### src/fan_ctl_pkg.sv
// shared constants, register map and carrier types for the thermal fan controller
package fan_ctl_pkg;

    localparam int CLK_HZ = 50_000_000;
    localparam int MS_PER_S = 1000;
    localparam int MS_CYCLES = CLK_HZ / MS_PER_S;
    localparam int CONV_TIME_MS = 120;
    localparam int CONV_CYCLES = MS_CYCLES * CONV_TIME_MS;
    localparam int SPINUP_TIME_MS = 2000;

    localparam logic [7:0] DUTY_FULL = 8'hF0;
    localparam logic [7:0] PEAK_DROP_C = 8'h05;
    localparam logic [7:0] HYST_LO_C = 8'h05;
    localparam logic [7:0] HYST_HI_C = 8'h0A;

    localparam logic [7:0] ADDR_TEMP1 = 8'h00;
    localparam logic [7:0] ADDR_TEMP2 = 8'h01;
    localparam logic [7:0] ADDR_CFG = 8'h02;
    localparam logic [7:0] ADDR_OT_LIM1 = 8'h03;
    localparam logic [7:0] ADDR_OT_LIM2 = 8'h04;
    localparam logic [7:0] ADDR_OT_STATUS = 8'h05;
    localparam logic [7:0] ADDR_OT_MASK = 8'h06;
    localparam logic [7:0] ADDR_START_DUTY1 = 8'h07;
    localparam logic [7:0] ADDR_START_DUTY2 = 8'h08;
    localparam logic [7:0] ADDR_MAX_DUTY1 = 8'h09;
    localparam logic [7:0] ADDR_MAX_DUTY2 = 8'h0A;
    localparam logic [7:0] ADDR_TARGET1 = 8'h0B;
    localparam logic [7:0] ADDR_TARGET2 = 8'h0C;
    localparam logic [7:0] ADDR_START_TEMP1 = 8'h0D;
    localparam logic [7:0] ADDR_START_TEMP2 = 8'h0E;
    localparam logic [7:0] ADDR_DUTY_STEP = 8'h0F;
    localparam logic [7:0] ADDR_RATE = 8'h10;
    localparam logic [7:0] ADDR_FAN_CFG = 8'h11;
    localparam logic [7:0] ADDR_FREQ = 8'h12;
    localparam logic [7:0] ADDR_DUTY1 = 8'h13;
    localparam logic [7:0] ADDR_DUTY2 = 8'h14;
    localparam logic [7:0] ADDR_TEMP1_LO = 8'h15;
    localparam logic [7:0] ADDR_TEMP2_LO = 8'h16;
    localparam logic [7:0] ADDR_OFFSET = 8'h17;

    localparam logic [7:0] CFG_RST = 8'h18;
    localparam logic [7:0] OT_LIM1_RST = 8'h6E;
    localparam logic [7:0] OT_LIM2_RST = 8'h50;
    localparam logic [7:0] ZERO_RST = 8'h00;
    localparam logic [7:0] MAX_DUTY_RST = 8'hF0;
    localparam logic [7:0] START_TEMP_RST = 8'h28;
    localparam logic [7:0] DUTY_STEP_RST = 8'h02;

    localparam int CFG_INVERT_BIT = 4;
    localparam int CFG_MIN_DUTY_BIT = 3;
    localparam int CFG_SPIN_DIS_BIT = 2;
    localparam int FCFG_HYST_BIT = 7;
    localparam int FCFG_TSTEP_BIT = 6;
    localparam int FCFG_SEL1_LSB = 4;
    localparam int FCFG_SEL2_LSB = 2;
    localparam int OT_CH1_BIT = 7;
    localparam int OT_CH2_BIT = 6;

    localparam int FREQ_33HZ = 33;
    localparam int FREQ_35KHZ = 35_000;
    localparam int PWM_STEPS = 240;

    typedef enum logic [1:0] {
        FAN_RUN = 2'b00,
        FAN_SPIN = 2'b01
    } fan_state_t;

    typedef struct packed {
        logic [7:0] addr;
        logic [7:0] wdata;
        logic wr;
        logic rd;
    } reg_req_t;

    // clocks per pwm step; codes between the two ends double the frequency each time
    function automatic logic [12:0] pwm_div(input logic [2:0] code);
        int f;
        f = (code == 3'h7) ? FREQ_35KHZ : (FREQ_33HZ << code);
        pwm_div = 13'(CLK_HZ / (PWM_STEPS * f));
    endfunction

endpackage

### src/thermal_fan_pwm_control.sv
// temperature-driven two-fan pwm controller with over-temperature alert
//
// Contract
// convert both channels in turn, 120 ms each
// negative results clip to zero
// high byte whole degrees, low byte eighths
// over threshold sets flag, unmasked asserts alert
// masked channel sets flag, no alert
// status read clears flags and alert
// masking a channel drops its alert
// flag and alert reassert next conversion
// config bit 4 selects pwm polarity
// start from standstill: full on 2 s
// spin-up disabled: jump straight to nominal duty
// frequency register sets pwm frequency
// both select bits clear: manual mode
// manual duty clipped to 240, max ignored
// below start: zero or start duty
// duty = start + excess * step / tempstep
// recompute rising, hold until 5 C drop
// return below start minus hysteresis only
// auto duty clamped to maximum register
// fan config bit 6 selects temperature step
// start temperature belongs to the channel
// odd duty rounded down to even
// instantaneous duty ramps toward target at rate
// status bit 7 channel 1, bit 6 channel 2
// mask bit 7 channel 1, bit 6 channel 2
// duty 240 is full scale, 240 steps
`timescale 1ns/1ns
`default_nettype none

module thermal_fan_pwm_control #(
    parameter int CONV_CYCLES_P = fan_ctl_pkg::CONV_CYCLES,
    parameter int MS_CYCLES_P = fan_ctl_pkg::MS_CYCLES
) (
    input wire logic clock_in,
    input wire logic srst_in,
    input wire fan_ctl_pkg::reg_req_t reg_req_in,
    output logic [7:0] reg_rdata_out,
    input wire logic signed [11:0] temp_raw_1_in,
    input wire logic signed [11:0] temp_raw_2_in,
    output logic conv_chan_out,
    output logic overtemp_alert_n_out,
    output logic fan_drive_out_1,
    output logic fan_drive_out_2
);
    import fan_ctl_pkg::*;

    logic [22:0] conv_cnt_reg;
    logic chan_reg;
    logic [15:0] ms_cnt_reg;
    logic [12:0] pre_cnt_reg;
    logic [7:0] pwm_cnt_reg;
    logic [7:0] temp_hi_reg [2];
    logic [7:0] temp_lo_reg [2];
    logic [7:0] ot_limit_reg [2];
    logic [7:0] start_duty_reg [2];
    logic [7:0] max_duty_reg [2];
    logic [7:0] target_reg [2];
    logic [7:0] start_temp_reg [2];
    logic [7:0] cur_duty_reg [2];
    logic [7:0] cfg_reg;
    logic [7:0] fcfg_reg;
    logic [7:0] mask_reg;
    logic [7:0] status_reg;
    logic [7:0] offset_reg;
    logic [7:0] step_reg;
    logic [7:0] rate_reg;
    logic [2:0] freq_reg;
    logic [7:0] rdata_reg;
    logic [1:0] drive_reg;
    logic [7:0] rd_mux;

    wire conv_done = (conv_cnt_reg == 23'(CONV_CYCLES_P - 1));
    wire ms_tick = (ms_cnt_reg == 16'(MS_CYCLES_P - 1));
    wire pwm_tick = (pre_cnt_reg >= pwm_div(freq_reg) - 13'h0001);
    wire status_rd = reg_req_in.rd && (reg_req_in.addr == ADDR_OT_STATUS);
    wire signed [11:0] raw_sel = chan_reg ? temp_raw_2_in : temp_raw_1_in;
    wire signed [12:0] adj = 13'(raw_sel) + 13'({{2{offset_reg[7]}}, offset_reg, 3'h0});
    wire adj_neg = adj[12];
    wire adj_sat = !adj_neg && (adj[11] != 1'b0);
    wire [7:0] new_hi = adj_neg ? 8'h00 : (adj_sat ? 8'hFF : adj[10:3]);
    wire [7:0] new_lo = adj_neg ? 8'h00 : (adj_sat ? 8'hE0 : {adj[2:0], 5'h00});
    wire [1:0] over_limit = {temp_hi_reg[0] > ot_limit_reg[0], temp_hi_reg[1] > ot_limit_reg[1]};
    wire [1:0] mask_bits = {mask_reg[OT_CH1_BIT], mask_reg[OT_CH2_BIT]};
    wire [1:0] stat_bits = {status_reg[OT_CH1_BIT], status_reg[OT_CH2_BIT]};

    assign conv_chan_out = chan_reg;
    assign reg_rdata_out = rdata_reg;
    assign overtemp_alert_n_out = ~|(stat_bits & ~mask_bits);  // see R4 see R5
    assign fan_drive_out_1 = drive_reg[0];
    assign fan_drive_out_2 = drive_reg[1];

    // the converter keeps cycling forever; the unused channel is converted too
    always_ff @(posedge clock_in) begin
        if (srst_in || conv_done) begin
            conv_cnt_reg <= 23'h000000;
        end else begin
            conv_cnt_reg <= conv_cnt_reg + 23'h000001;
        end
    end

    always_ff @(posedge clock_in) begin
        if (srst_in) begin
            chan_reg <= 1'b0;
        end else if (conv_done) begin
            chan_reg <= ~chan_reg;
        end
    end

    always_ff @(posedge clock_in) begin
        if (srst_in || ms_tick) begin
            ms_cnt_reg <= 16'h0000;
        end else begin
            ms_cnt_reg <= ms_cnt_reg + 16'h0001;
        end
    end

    // pwm period is 240 steps so a duty of 240 means always on
    always_ff @(posedge clock_in) begin
        if (srst_in || pwm_tick) begin
            pre_cnt_reg <= 13'h0000;
        end else begin
            pre_cnt_reg <= pre_cnt_reg + 13'h0001;
        end
    end

    always_ff @(posedge clock_in) begin
        if (srst_in || (pwm_tick && pwm_cnt_reg == DUTY_FULL - 8'h01)) begin
            pwm_cnt_reg <= 8'h00;
        end else if (pwm_tick) begin
            pwm_cnt_reg <= pwm_cnt_reg + 8'h01;
        end
    end

    // hardware set wins over the read clear so a fault in the clearing cycle survives
    always_ff @(posedge clock_in) begin
        if (srst_in) begin
            status_reg <= ZERO_RST;
        end else begin
            status_reg <= (status_rd ? 8'h00 : status_reg)
                | ({7'h00, conv_done && !chan_reg && over_limit[1]} << OT_CH1_BIT)
                | ({7'h00, conv_done && chan_reg && over_limit[0]} << OT_CH2_BIT);
        end
    end

    always_ff @(posedge clock_in) begin
        if (srst_in) begin
            rdata_reg <= 8'h00;
        end else if (reg_req_in.rd) begin
            rdata_reg <= rd_mux;
        end
    end

    // single-instance registers written from the byte port
    always_ff @(posedge clock_in) begin
        if (srst_in) begin
            cfg_reg <= CFG_RST;
            fcfg_reg <= ZERO_RST;
            mask_reg <= ZERO_RST;
            offset_reg <= ZERO_RST;
            step_reg <= DUTY_STEP_RST;
            rate_reg <= ZERO_RST;
            freq_reg <= 3'h0;
        end else if (reg_req_in.wr) begin
            case (reg_req_in.addr)
                ADDR_CFG: cfg_reg <= reg_req_in.wdata;
                ADDR_FAN_CFG: fcfg_reg <= reg_req_in.wdata;
                ADDR_OT_MASK: mask_reg <= reg_req_in.wdata;
                ADDR_OFFSET: offset_reg <= reg_req_in.wdata;
                ADDR_DUTY_STEP: step_reg <= reg_req_in.wdata;
                ADDR_RATE: rate_reg <= reg_req_in.wdata;
                ADDR_FREQ: freq_reg <= reg_req_in.wdata[2:0];
                default: ;
            endcase
        end
    end

    always_comb begin
        case (reg_req_in.addr)
            ADDR_TEMP1: rd_mux = temp_hi_reg[0];
            ADDR_TEMP2: rd_mux = temp_hi_reg[1];
            ADDR_TEMP1_LO: rd_mux = temp_lo_reg[0];
            ADDR_TEMP2_LO: rd_mux = temp_lo_reg[1];
            ADDR_CFG: rd_mux = cfg_reg;
            ADDR_OT_LIM1: rd_mux = ot_limit_reg[0];
            ADDR_OT_LIM2: rd_mux = ot_limit_reg[1];
            ADDR_OT_STATUS: rd_mux = status_reg;
            ADDR_OT_MASK: rd_mux = mask_reg;
            ADDR_START_DUTY1: rd_mux = start_duty_reg[0];
            ADDR_START_DUTY2: rd_mux = start_duty_reg[1];
            ADDR_MAX_DUTY1: rd_mux = max_duty_reg[0];
            ADDR_MAX_DUTY2: rd_mux = max_duty_reg[1];
            ADDR_TARGET1: rd_mux = target_reg[0];
            ADDR_TARGET2: rd_mux = target_reg[1];
            ADDR_START_TEMP1: rd_mux = start_temp_reg[0];
            ADDR_START_TEMP2: rd_mux = start_temp_reg[1];
            ADDR_DUTY_STEP: rd_mux = step_reg;
            ADDR_RATE: rd_mux = rate_reg;
            ADDR_FAN_CFG: rd_mux = fcfg_reg;
            ADDR_FREQ: rd_mux = {5'h00, freq_reg};
            ADDR_DUTY1: rd_mux = cur_duty_reg[0];
            ADDR_DUTY2: rd_mux = cur_duty_reg[1];
            ADDR_OFFSET: rd_mux = offset_reg;
            default: rd_mux = 8'h00;
        endcase
    end

    genvar i;
    generate
        for (i = 0; i < 2; i++) begin : g_ch
            // index i is the temperature channel for readings, limits and start temperatures, the fan for duty registers
            wire wr_hit = reg_req_in.wr;
            wire [7:0] a = reg_req_in.addr;

            always_ff @(posedge clock_in) begin
                if (srst_in) begin
                    temp_hi_reg[i] <= 8'h00;
                    temp_lo_reg[i] <= 8'h00;
                end else if (conv_done && (chan_reg == 1'(i))) begin
                    temp_hi_reg[i] <= new_hi;  // see R2
                    temp_lo_reg[i] <= new_lo;
                end
            end

            always_ff @(posedge clock_in) begin
                if (srst_in) begin
                    ot_limit_reg[i] <= (i == 0) ? OT_LIM1_RST : OT_LIM2_RST;
                    start_duty_reg[i] <= ZERO_RST;
                    max_duty_reg[i] <= MAX_DUTY_RST;
                    target_reg[i] <= ZERO_RST;
                    start_temp_reg[i] <= START_TEMP_RST;
                end else if (wr_hit) begin
                    if (a == ((i == 0) ? ADDR_OT_LIM1 : ADDR_OT_LIM2)) begin
                        ot_limit_reg[i] <= reg_req_in.wdata;
                    end
                    if (a == ((i == 0) ? ADDR_START_DUTY1 : ADDR_START_DUTY2)) begin
                        start_duty_reg[i] <= reg_req_in.wdata;
                    end
                    if (a == ((i == 0) ? ADDR_MAX_DUTY1 : ADDR_MAX_DUTY2)) begin
                        max_duty_reg[i] <= reg_req_in.wdata;
                    end
                    if (a == ((i == 0) ? ADDR_TARGET1 : ADDR_TARGET2)) begin
                        target_reg[i] <= reg_req_in.wdata;
                    end
                    if (a == ((i == 0) ? ADDR_START_TEMP1 : ADDR_START_TEMP2)) begin
                        start_temp_reg[i] <= reg_req_in.wdata;
                    end
                end
            end
        end

        for (i = 0; i < 2; i++) begin : g_fan
            fan_state_t state_reg;
            logic [7:0] goal_reg;
            logic [7:0] peak_reg;
            logic active_reg;
            logic [7:0] rate_cnt_reg;
            logic [10:0] spin_cnt_reg;

            wire [1:0] sel = (i == 0) ? fcfg_reg[FCFG_SEL1_LSB +: 2] : fcfg_reg[FCFG_SEL2_LSB +: 2];
            wire auto_mode = (sel != 2'b00);
            wire ch = (sel != 2'b01);
            wire [7:0] t = temp_hi_reg[ch];
            wire [7:0] start_temperature = start_temp_reg[ch];
            wire update = conv_done && (chan_reg == ch);
            wire above = t > start_temperature;
            wire [7:0] hyst = fcfg_reg[FCFG_HYST_BIT] ? HYST_HI_C : HYST_LO_C;
            wire below_off = ({1'b0, t} + {1'b0, hyst}) < {1'b0, start_temperature};
            wire peak_move = (t > peak_reg) || (({1'b0, t} + {1'b0, PEAK_DROP_C}) <= {1'b0, peak_reg});
            wire [15:0] scaled = 16'((t - start_temperature) * step_reg) >> fcfg_reg[FCFG_TSTEP_BIT];  // see R16
            wire [16:0] sum = 17'(start_duty_reg[i]) + 17'(scaled);
            wire [7:0] clamp_auto = (sum > 17'(max_duty_reg[i])) ? max_duty_reg[i] : sum[7:0];
            wire [7:0] clamp_full = (clamp_auto > DUTY_FULL) ? DUTY_FULL : clamp_auto;
            wire [7:0] calc = {clamp_full[7:1], 1'b0};
            wire [7:0] floor_duty = cfg_reg[CFG_MIN_DUTY_BIT] ? start_duty_reg[i] : 8'h00;
            wire [7:0] man_clip = (target_reg[i] > DUTY_FULL) ? DUTY_FULL : target_reg[i];
            wire rate_tick = ms_tick && (rate_cnt_reg == rate_reg);
            wire spin_done = ms_tick && (spin_cnt_reg == 11'(SPINUP_TIME_MS - 1));
            wire [8:0] up2 = {1'b0, cur_duty_reg[i]} + 9'h002;
            wire on_now = (state_reg == FAN_SPIN) || (pwm_cnt_reg < cur_duty_reg[i]);

            // in auto mode duty is only recomputed on a fresh conversion of the channel its select bits pick; manual mode follows the target every cycle
            always_ff @(posedge clock_in) begin
                if (srst_in) begin
                    goal_reg <= 8'h00;
                    peak_reg <= 8'h00;
                    active_reg <= 1'b0;
                end else if (!auto_mode) begin
                    goal_reg <= {man_clip[7:1], 1'b0};  // see R14
                    peak_reg <= 8'h00;
                    active_reg <= 1'b0;
                end else if (update) begin
                    if (above && (!active_reg || peak_move)) begin
                        goal_reg <= calc;
                        peak_reg <= t;
                        active_reg <= 1'b1;
                    end else if (!above && (!active_reg || below_off)) begin
                        goal_reg <= {floor_duty[7:1], 1'b0};  // see R15
                        peak_reg <= 8'h00;
                        active_reg <= 1'b0;
                    end
                end
            end

            always_ff @(posedge clock_in) begin
                if (srst_in || rate_tick || state_reg == FAN_SPIN) begin
                    rate_cnt_reg <= 8'h00;
                end else if (ms_tick) begin
                    rate_cnt_reg <= rate_cnt_reg + 8'h01;
                end
            end

            always_ff @(posedge clock_in) begin
                if (srst_in || state_reg != FAN_SPIN) begin
                    spin_cnt_reg <= 11'h000;
                end else if (ms_tick) begin
                    spin_cnt_reg <= spin_cnt_reg + 11'h001;
                end
            end

            always_ff @(posedge clock_in) begin
                if (srst_in) begin
                    state_reg <= FAN_RUN;
                    cur_duty_reg[i] <= 8'h00;
                end else begin
                    case (state_reg)
                        FAN_RUN: begin
                            if (cur_duty_reg[i] == 8'h00 && goal_reg != 8'h00) begin
                                if (cfg_reg[CFG_SPIN_DIS_BIT]) begin
                                    cur_duty_reg[i] <= goal_reg;
                                end else begin
                                    state_reg <= FAN_SPIN;
                                end
                            end else if (rate_tick && goal_reg > cur_duty_reg[i]) begin
                                cur_duty_reg[i] <= (up2 > {1'b0, goal_reg}) ? goal_reg : up2[7:0];
                            end else if (rate_tick && goal_reg < cur_duty_reg[i]) begin
                                cur_duty_reg[i] <= (cur_duty_reg[i] - goal_reg < 8'h02) ? goal_reg
                                    : cur_duty_reg[i] - 8'h02;
                            end
                        end
                        FAN_SPIN: begin
                            if (spin_done) begin
                                cur_duty_reg[i] <= goal_reg;
                                state_reg <= FAN_RUN;
                            end
                        end
                        default: state_reg <= FAN_RUN;
                    endcase
                end
            end

            // invert bit set means the drive is active high
            always_ff @(posedge clock_in) begin
                if (srst_in) begin
                    drive_reg[i] <= 1'b0;
                end else begin
                    drive_reg[i] <= cfg_reg[CFG_INVERT_BIT] ? on_now : ~on_now;
                end
            end
        end
    endgenerate

endmodule

`default_nettype wire

### config.mk
export PLATFORM = sky130hd
export DESIGN_NAME = thermal_fan_pwm_control
export DESIGN_NICKNAME = d
export VERILOG_FILES = /design/src/fan_ctl_pkg.sv /design/src/thermal_fan_pwm_control.sv
export SDC_FILE = /design/constraint.sdc
export NUM_CORES = 1
export LEC_CHECK = 0
export BUFFER_PORTS_ARGS = -buffer_cell sky130_fd_sc_hd__buf_2
export CELL_PAD_IN_SITES_DETAIL_PLACEMENT = 1
export CELL_PAD_IN_SITES_GLOBAL_PLACEMENT = 1
export CORE_MARGIN = 5
export CORE_UTILIZATION = 45
export CTS_CLUSTER_DIAMETER = 80
export DETAILED_ROUTE_END_ITERATION = 10
export PLACE_DENSITY_LB_ADDON = 0.1
export SETUP_SLACK_MARGIN = 0.2
export SLEW_MARGIN = 20
export SYNTH_ARGS = -nofsm -noshare
export SYNTH_HDL_FRONTEND = slang
export SYNTH_SLANG_ARGS = --single-unit
### constraint.sdc
create_clock -name clock_in -period 129.5 [get_ports clock_in]
set_input_delay 6.475 -clock clock_in [delete_from_list [all_inputs] [get_ports clock_in]]
set_output_delay 6.475 -clock clock_in [all_outputs]
set_load 0.1 [all_outputs]
==> After elaboration in Yosys (flattened, before gate mapping) <==
Memory sizes are Yosys's and may differ from the RTL's.
Cells that the tools add are included.
{ "totals": {"register_bits": 206, "ramBits": 128, "input_bits": 44, "word_cells": 407, "n_memories": 8} }
{ "classes": {"add_sub_neg": 24, "n_mul": 3, "div_mod_pow": 1, "magnitude_cmp": 27, "n_eq_ne": 49, "shift": 3, "muxes": 155, "n_bitwise": 31, "n_reduce_logical": 76} }
{ "mem_list": {"columns": ["name", "words", "word_bits", "rd", "rd_clocked_by_memory_dff", "wr", "line_no", "rtl"], "rows": [
  ["cur_duty_reg", 2, 8, 2, 0, 2, "thermal_fan_pwm_control.sv:62", "logic [7:0] cur_duty_reg [2];"],
  ["max_duty_reg", 2, 8, 2, 0, 2, "thermal_fan_pwm_control.sv:59", "logic [7:0] max_duty_reg [2];"],
  ["ot_limit_reg", 2, 8, 2, 0, 2, "thermal_fan_pwm_control.sv:57", "logic [7:0] ot_limit_reg [2];"],
  ["start_duty_reg", 2, 8, 2, 0, 2, "thermal_fan_pwm_control.sv:58", "logic [7:0] start_duty_reg [2];"],
  ["start_temp_reg", 2, 8, 4, 0, 2, "thermal_fan_pwm_control.sv:61", "logic [7:0] start_temp_reg [2];"],
  ["target_reg", 2, 8, 2, 0, 2, "thermal_fan_pwm_control.sv:60", "logic [7:0] target_reg [2];"],
  ["+2 memories", null, null, null, null, null, null, null]
]} }
{ "op_table": {"columns": ["cell", "n"], "rows": [
  ["two-way mux 8 bit", 51],
  ["one-hot mux 8 bit (24 select lines)", 1],
  ["two-way mux 1 bit", 93],
  ["equality test 8 x 4 -> 1 bit (second input constant)", 8],
  ["equality test 8 x 5 -> 1 bit (second input constant)", 8],
  ["greater-than comparator 8 bit", 8],
  ["adder 8 x 16 -> 17 bit", 2],
  ["greater-than comparator 17 x 8 -> 1 bit", 2],
  ["divider 27 x 32 -> 32 bit (first input constant)", 1],
  ["equality test 8 x 3 -> 1 bit (second input constant)", 4],
  ["greater-than comparator 8 bit (second input constant)", 4],
  ["less-than comparator 8 bit", 4],
  ["multiplier 5 x 32 -> 28 bit (first input constant)", 1],
  ["multiplier 9 x 9 -> 16 bit", 2],
  ["two-way mux 32 bit", 1],
  ["left shift 6 x 3 -> 32 bit (first input constant)", 1],
  ["right shift 16 x 1 -> 16 bit", 2],
  ["adder 8 x 1 -> 8 bit (second input constant)", 3],
  ["logical AND 1 bit", 24],
  ["logical NOT 8 bit", 3],
  ["adder 23 x 1 -> 23 bit (second input constant)", 1],
  ["equality test 23 bit (second input constant)", 1],
  ["adder 11 x 1 -> 11 bit (second input constant)", 2],
  ["equality test 11 bit (second input constant)", 2],
  ["other kinds (45)", 140]
]} }

==> Depth between registers and ports, before layout <==
An unclocked memory read counts as a cell.
{ "logic_depth": {"word_depth": 13, "ltp_mapped": 372, "ltp_nobuf": 338} }

==> Worst setup path after synthesis <==
Ideal clock, no wire load.
{ "synth_timing": {"path_kind": "register -> register", "from": "register freq_reg[1]", "to": "register pre_cnt_reg[10]", "setup_ps": 65, "t_arrival_ps": 63276, "slack_ps": 66158, "stages_incl_launch_ff": 354, "synth_period_minus_slack_ps": 63342, "path_cell_list": "dfxtp_1 > buf_2 > and3_1 > clkbuf_1 > inv_2 > clkbuf_1 > clkbuf_1 > buf_1 > clkbuf_1 > buf_1 > o21ai_0 > ha_1 > fa_1 > inv_1 > fa_1 > inv_1 > ha_1 > and4_1 > [318 not listed] > and3_1 > nor4_2 > ha_1 > nand3_1 > xnor2_1 > ha_1 > a21o_1 > a21o_1 > a21oi_1 > o21ai_0 > a21oi_1 > nor2b_1 > o21ai_0 > nand2_1 > a21o_1 > or2_2 > clkbuf_1 > nor2_1"} }
{ "synth_between": {"elab_chain_cells": 7} }
{ "synth_lines": {"columns": ["item", "line_no", "rtl"], "rows": [
  ["start, declared", "thermal_fan_pwm_control.sv:70", "logic [2:0] freq_reg;"],
  ["start signal, assigned", "thermal_fan_pwm_control.sv:174", "ADDR_FREQ: freq_reg <= reg_req_in.wdata[2:0];"],
  ["left shift 6 x 3 -> 32 bit or equality test 3 bit (tied branches)", "fan_ctl_pkg.sv:78", "f = (code == 3'h7) ? FREQ_35KHZ : (FREQ_33HZ << code);"],
  ["two-way mux 32 bit (*)", "fan_ctl_pkg.sv:78", null],
  ["multiplier 5 x 32 -> 28 bit (*)", "fan_ctl_pkg.sv:79", "pwm_div = 13'(CLK_HZ / (PWM_STEPS * f));"],
  ["divider 27 x 32 -> 32 bit (*)", "fan_ctl_pkg.sv:79", null],
  ["subtractor 13 x 1 -> 13 bit (*)", "thermal_fan_pwm_control.sv:77", "wire pwm_tick = (pre_cnt_reg >= pwm_div(freq_reg) - 13'h0001);"],
  [">= comparator 13 bit (*)", "thermal_fan_pwm_control.sv:77", null],
  ["logical OR 1 bit (*)", "thermal_fan_pwm_control.sv:122", "if (srst_in || pwm_tick) begin"],
  ["end signal, assigned", "thermal_fan_pwm_control.sv:125", "pre_cnt_reg <= pre_cnt_reg + 13'h0001;"],
  ["end, declared", "thermal_fan_pwm_control.sv:53", "logic [12:0] pre_cnt_reg;"]
]} }
Mark *: on every way between the ends. The rest lies on a longest branch, timed or not.
A chain may end at the register's enable or synchronous reset.

==> Worst setup path in the final report <==
{ "layout_timing": {"from": "register freq_reg[1]", "to": "register pwm_cnt_reg[7]"} }
{ "layout_between": {"elab_chain_cells": 8} }
{ "layout_lines": {"columns": ["item", "line_no", "rtl"], "rows": [
  ["left shift 6 x 3 -> 32 bit or equality test 3 bit (tied branches)", "fan_ctl_pkg.sv:78", null],
  ["two-way mux 32 bit (*)", "fan_ctl_pkg.sv:78", null],
  ["multiplier 5 x 32 -> 28 bit (*)", "fan_ctl_pkg.sv:79", null],
  ["divider 27 x 32 -> 32 bit (*)", "fan_ctl_pkg.sv:79", null],
  ["subtractor 13 x 1 -> 13 bit (*)", "thermal_fan_pwm_control.sv:77", null],
  [">= comparator 13 bit (*)", "thermal_fan_pwm_control.sv:77", null],
  ["logical AND 1 bit", "thermal_fan_pwm_control.sv:130", "if (srst_in || (pwm_tick && pwm_cnt_reg == DUTY_FULL - 8'h01)) begin"],
  ["logical OR 1 bit", "thermal_fan_pwm_control.sv:130", null],
  ["end signal, assigned", "thermal_fan_pwm_control.sv:133", "pwm_cnt_reg <= pwm_cnt_reg + 8'h01;"],
  ["end, declared", "thermal_fan_pwm_control.sv:54", "logic [7:0] pwm_cnt_reg;"]
]} }
Marked as above.

==> flow_summary.ini <==
[cts]
cts.sinks = 312
clkTransAtPathRegs_ps = 60
clockBufferDepth = 3
htreeDepth = 2
clk-insertion-delay-late_ps = 560
cts_root_buf = clkbuf_16
cts_resized = 0
hold_buffers = 0
numCtsBuffers = 38
cts_tree = yes
postCtsSetupBuffers = 0

[grt]
antenna_found_initial = 9
grt.busiest_layer = met2
grt_overflow = 0
grt_pass1_wl_um = 281000
grtUsageTotal_pct = 31.7
grt_pass1_vias = 47400
met2_usage_pct = 50.8
grt_start_max_net_pins = 61
grt_util_met1_pct = 45.2
use_met3_pct = 4.08

[worst_setup_path]
crit_family = compound AO/OA/AOI/OAI gates
reg2regPathDepth = 319
cp_data_required_time_ps = 129910
crit_slowest_cell = or4b_1
path_max_fanout = 24
cp.depth = 319
crit_buf_inv = 15
cp-start-kind = register
slowest_delay_ps = 910
reg2reg_slack_ps = 55910
worstPathArrival_ps = 74000
end_kind = register
criticalPathCategory = reg2reg

[place]
place_ws_ps = 57360
gp_congestion = 0.949
port-buffer-count = 55
hpwl_um = 141000

[sta]
relSlewSlack_pct = 15.4
fin_ws_ps = 55910
tightest_slew_ps = 1260
period_share_pct = 56.8
drv_slew = 0
setup_viol = 0
rsz0062_at_grt = no
clock_skew_ps = 26.5
hold_violations = 0
fmax_ghz = 0.0136
setup-tns-final_ps = 0
period_needed_ps = 73590

[synth]
synth.yosys.warnings = 0
synthMuxAreaShare_pct = 4.07
synthAdderAreaFrac_pct = 20.7
synth_top_family_by_area = simple AND/OR/NAND/NOR gates
ys_ff_latch = 312
synth-async-reset-ratio_pct = 0
synth.distinct_cells = 131
synth-compound-area-share_pct = 22.8
syn_inst = 5996
synth_edf_count = 116
syn_area_um2 = 46500
synthFlopType = dfxtp_1
synth_xor_area_share_pct = 8.19
ys_seq_area_share_pct = 15.9
synthSimpleGateAreaFrac_pct = 23.1
synth_area_per_cell_um2 = 7.75

[floorplan]
die_h_um = 331
io_pins = 56
die_w_um = 331
start_util_pct = 45.1
rows = 118
dieArea_um2 = 110000
core_um2 = 103000

[final_layout]
syn_to_final_growth_pct = 6.53
largest_register_ffs = 23
antennaDiodeCount = 0
final_cell_mix = ha_1, nor2_1, nand2_1
drive_gt1_share_pct = 6.71
fin_nets = 6680
final_common_cell = ha_1

[detailed_routing]
drt_wl_total_um = 182000
first_pass_iters = 6
routed_via_density = 6.31
drtIter0Drc = 4026
drtAntennaViolNets = 0
vias = 46400
drc_errors = 0
wl_per_cell_um = 24.7

[outcome]
status = complete, no violations

[run]
drv_cap = 0

[min_path]
min_path_cells = 1
hp-class = reg2reg
==> layer usage <==
| layer | up-vias | share of wire [%] |
|---|---|---|
| li1 | 21400 | - |
| met4 | 8 | 3.0 |
| met2 | 1574 | 44 |
| met1 | 23100 | 46 |
| met3 | 353 | 7.2 |
| met5 | - | 0.034 |
==> stage by stage <==
step                      cell area [um2]  utilization, %  hold slack [ps]  std cells
final                               49500            48.1              445       7356
after global routing                49500            48.1              472       7356
after CTS                           49500            48.1              452       7355
after detailed placement            48300            46.9              439       7286
after global placement              48300            46.9              429       7286
after floorplan                     46500               -              413       6005
==> Yosys cell counts (all sizes together) (133+ instances only) <==
master  count  share of area [%]
xnor2     255                4.8
xor2      180                3.4
and2      153                2.1
a21oi     491                5.4
o21ai     342                3.7
dfxtp     196                8.4
nor2      534                4.3
nand3     198                2.2
nand2b    136                1.8
nand2     505                4.1
clkbuf    178                1.4
a21o      166                2.7
fa        133                5.7
ha        556                 15
nor2b     134                1.8
inv       407                3.3
==> worst paths after layout <==
kind                   startpoint              end
setup reg to reg      freq_reg[1]   pwm_cnt_reg[7]
hold reg to reg   conv_cnt_reg[0]  conv_cnt_reg[0]
hold / removal    conv_cnt_reg[0]  conv_cnt_reg[0]
setup / recovery      freq_reg[1]   pwm_cnt_reg[7]
==> final cells by class <==
class,instances,area (um2)
clock buffer,51,1070
clock inverter,18,151
fill,12900,53500
inverter,412,1550
multi-input combinational,5050,36800
sequential,312,7410
tap,1380,1730
timing repair buffer,133,861
==> cells by family after synthesis <==
group                    Yosys count
AND/OR/NAND/NOR                 2133
AO/OA/AOI/OAI                   1608
adder cells (fa/ha/maj)          689
buffers and inverters            643
XOR/XNOR                         435
flip-flops                       312
multiplexers                     174
other                              2
==> worst reg2reg max path: cells and delay by family (launching register included) <==
family	cells	cell delay [ps]
DFF	1	310
and+or+nand+nor	108	23480
buffers and inverters	15	2860
muxes	7	2330
adders and majority gates	32	10820
xor gates and xnor gates	3	370
AOI/OAI and AO/OA	154	33300
Power is left out: the tool's default activity adds up to more than one toggle a clock period on the data nets, which glitch-free logic cannot reach.
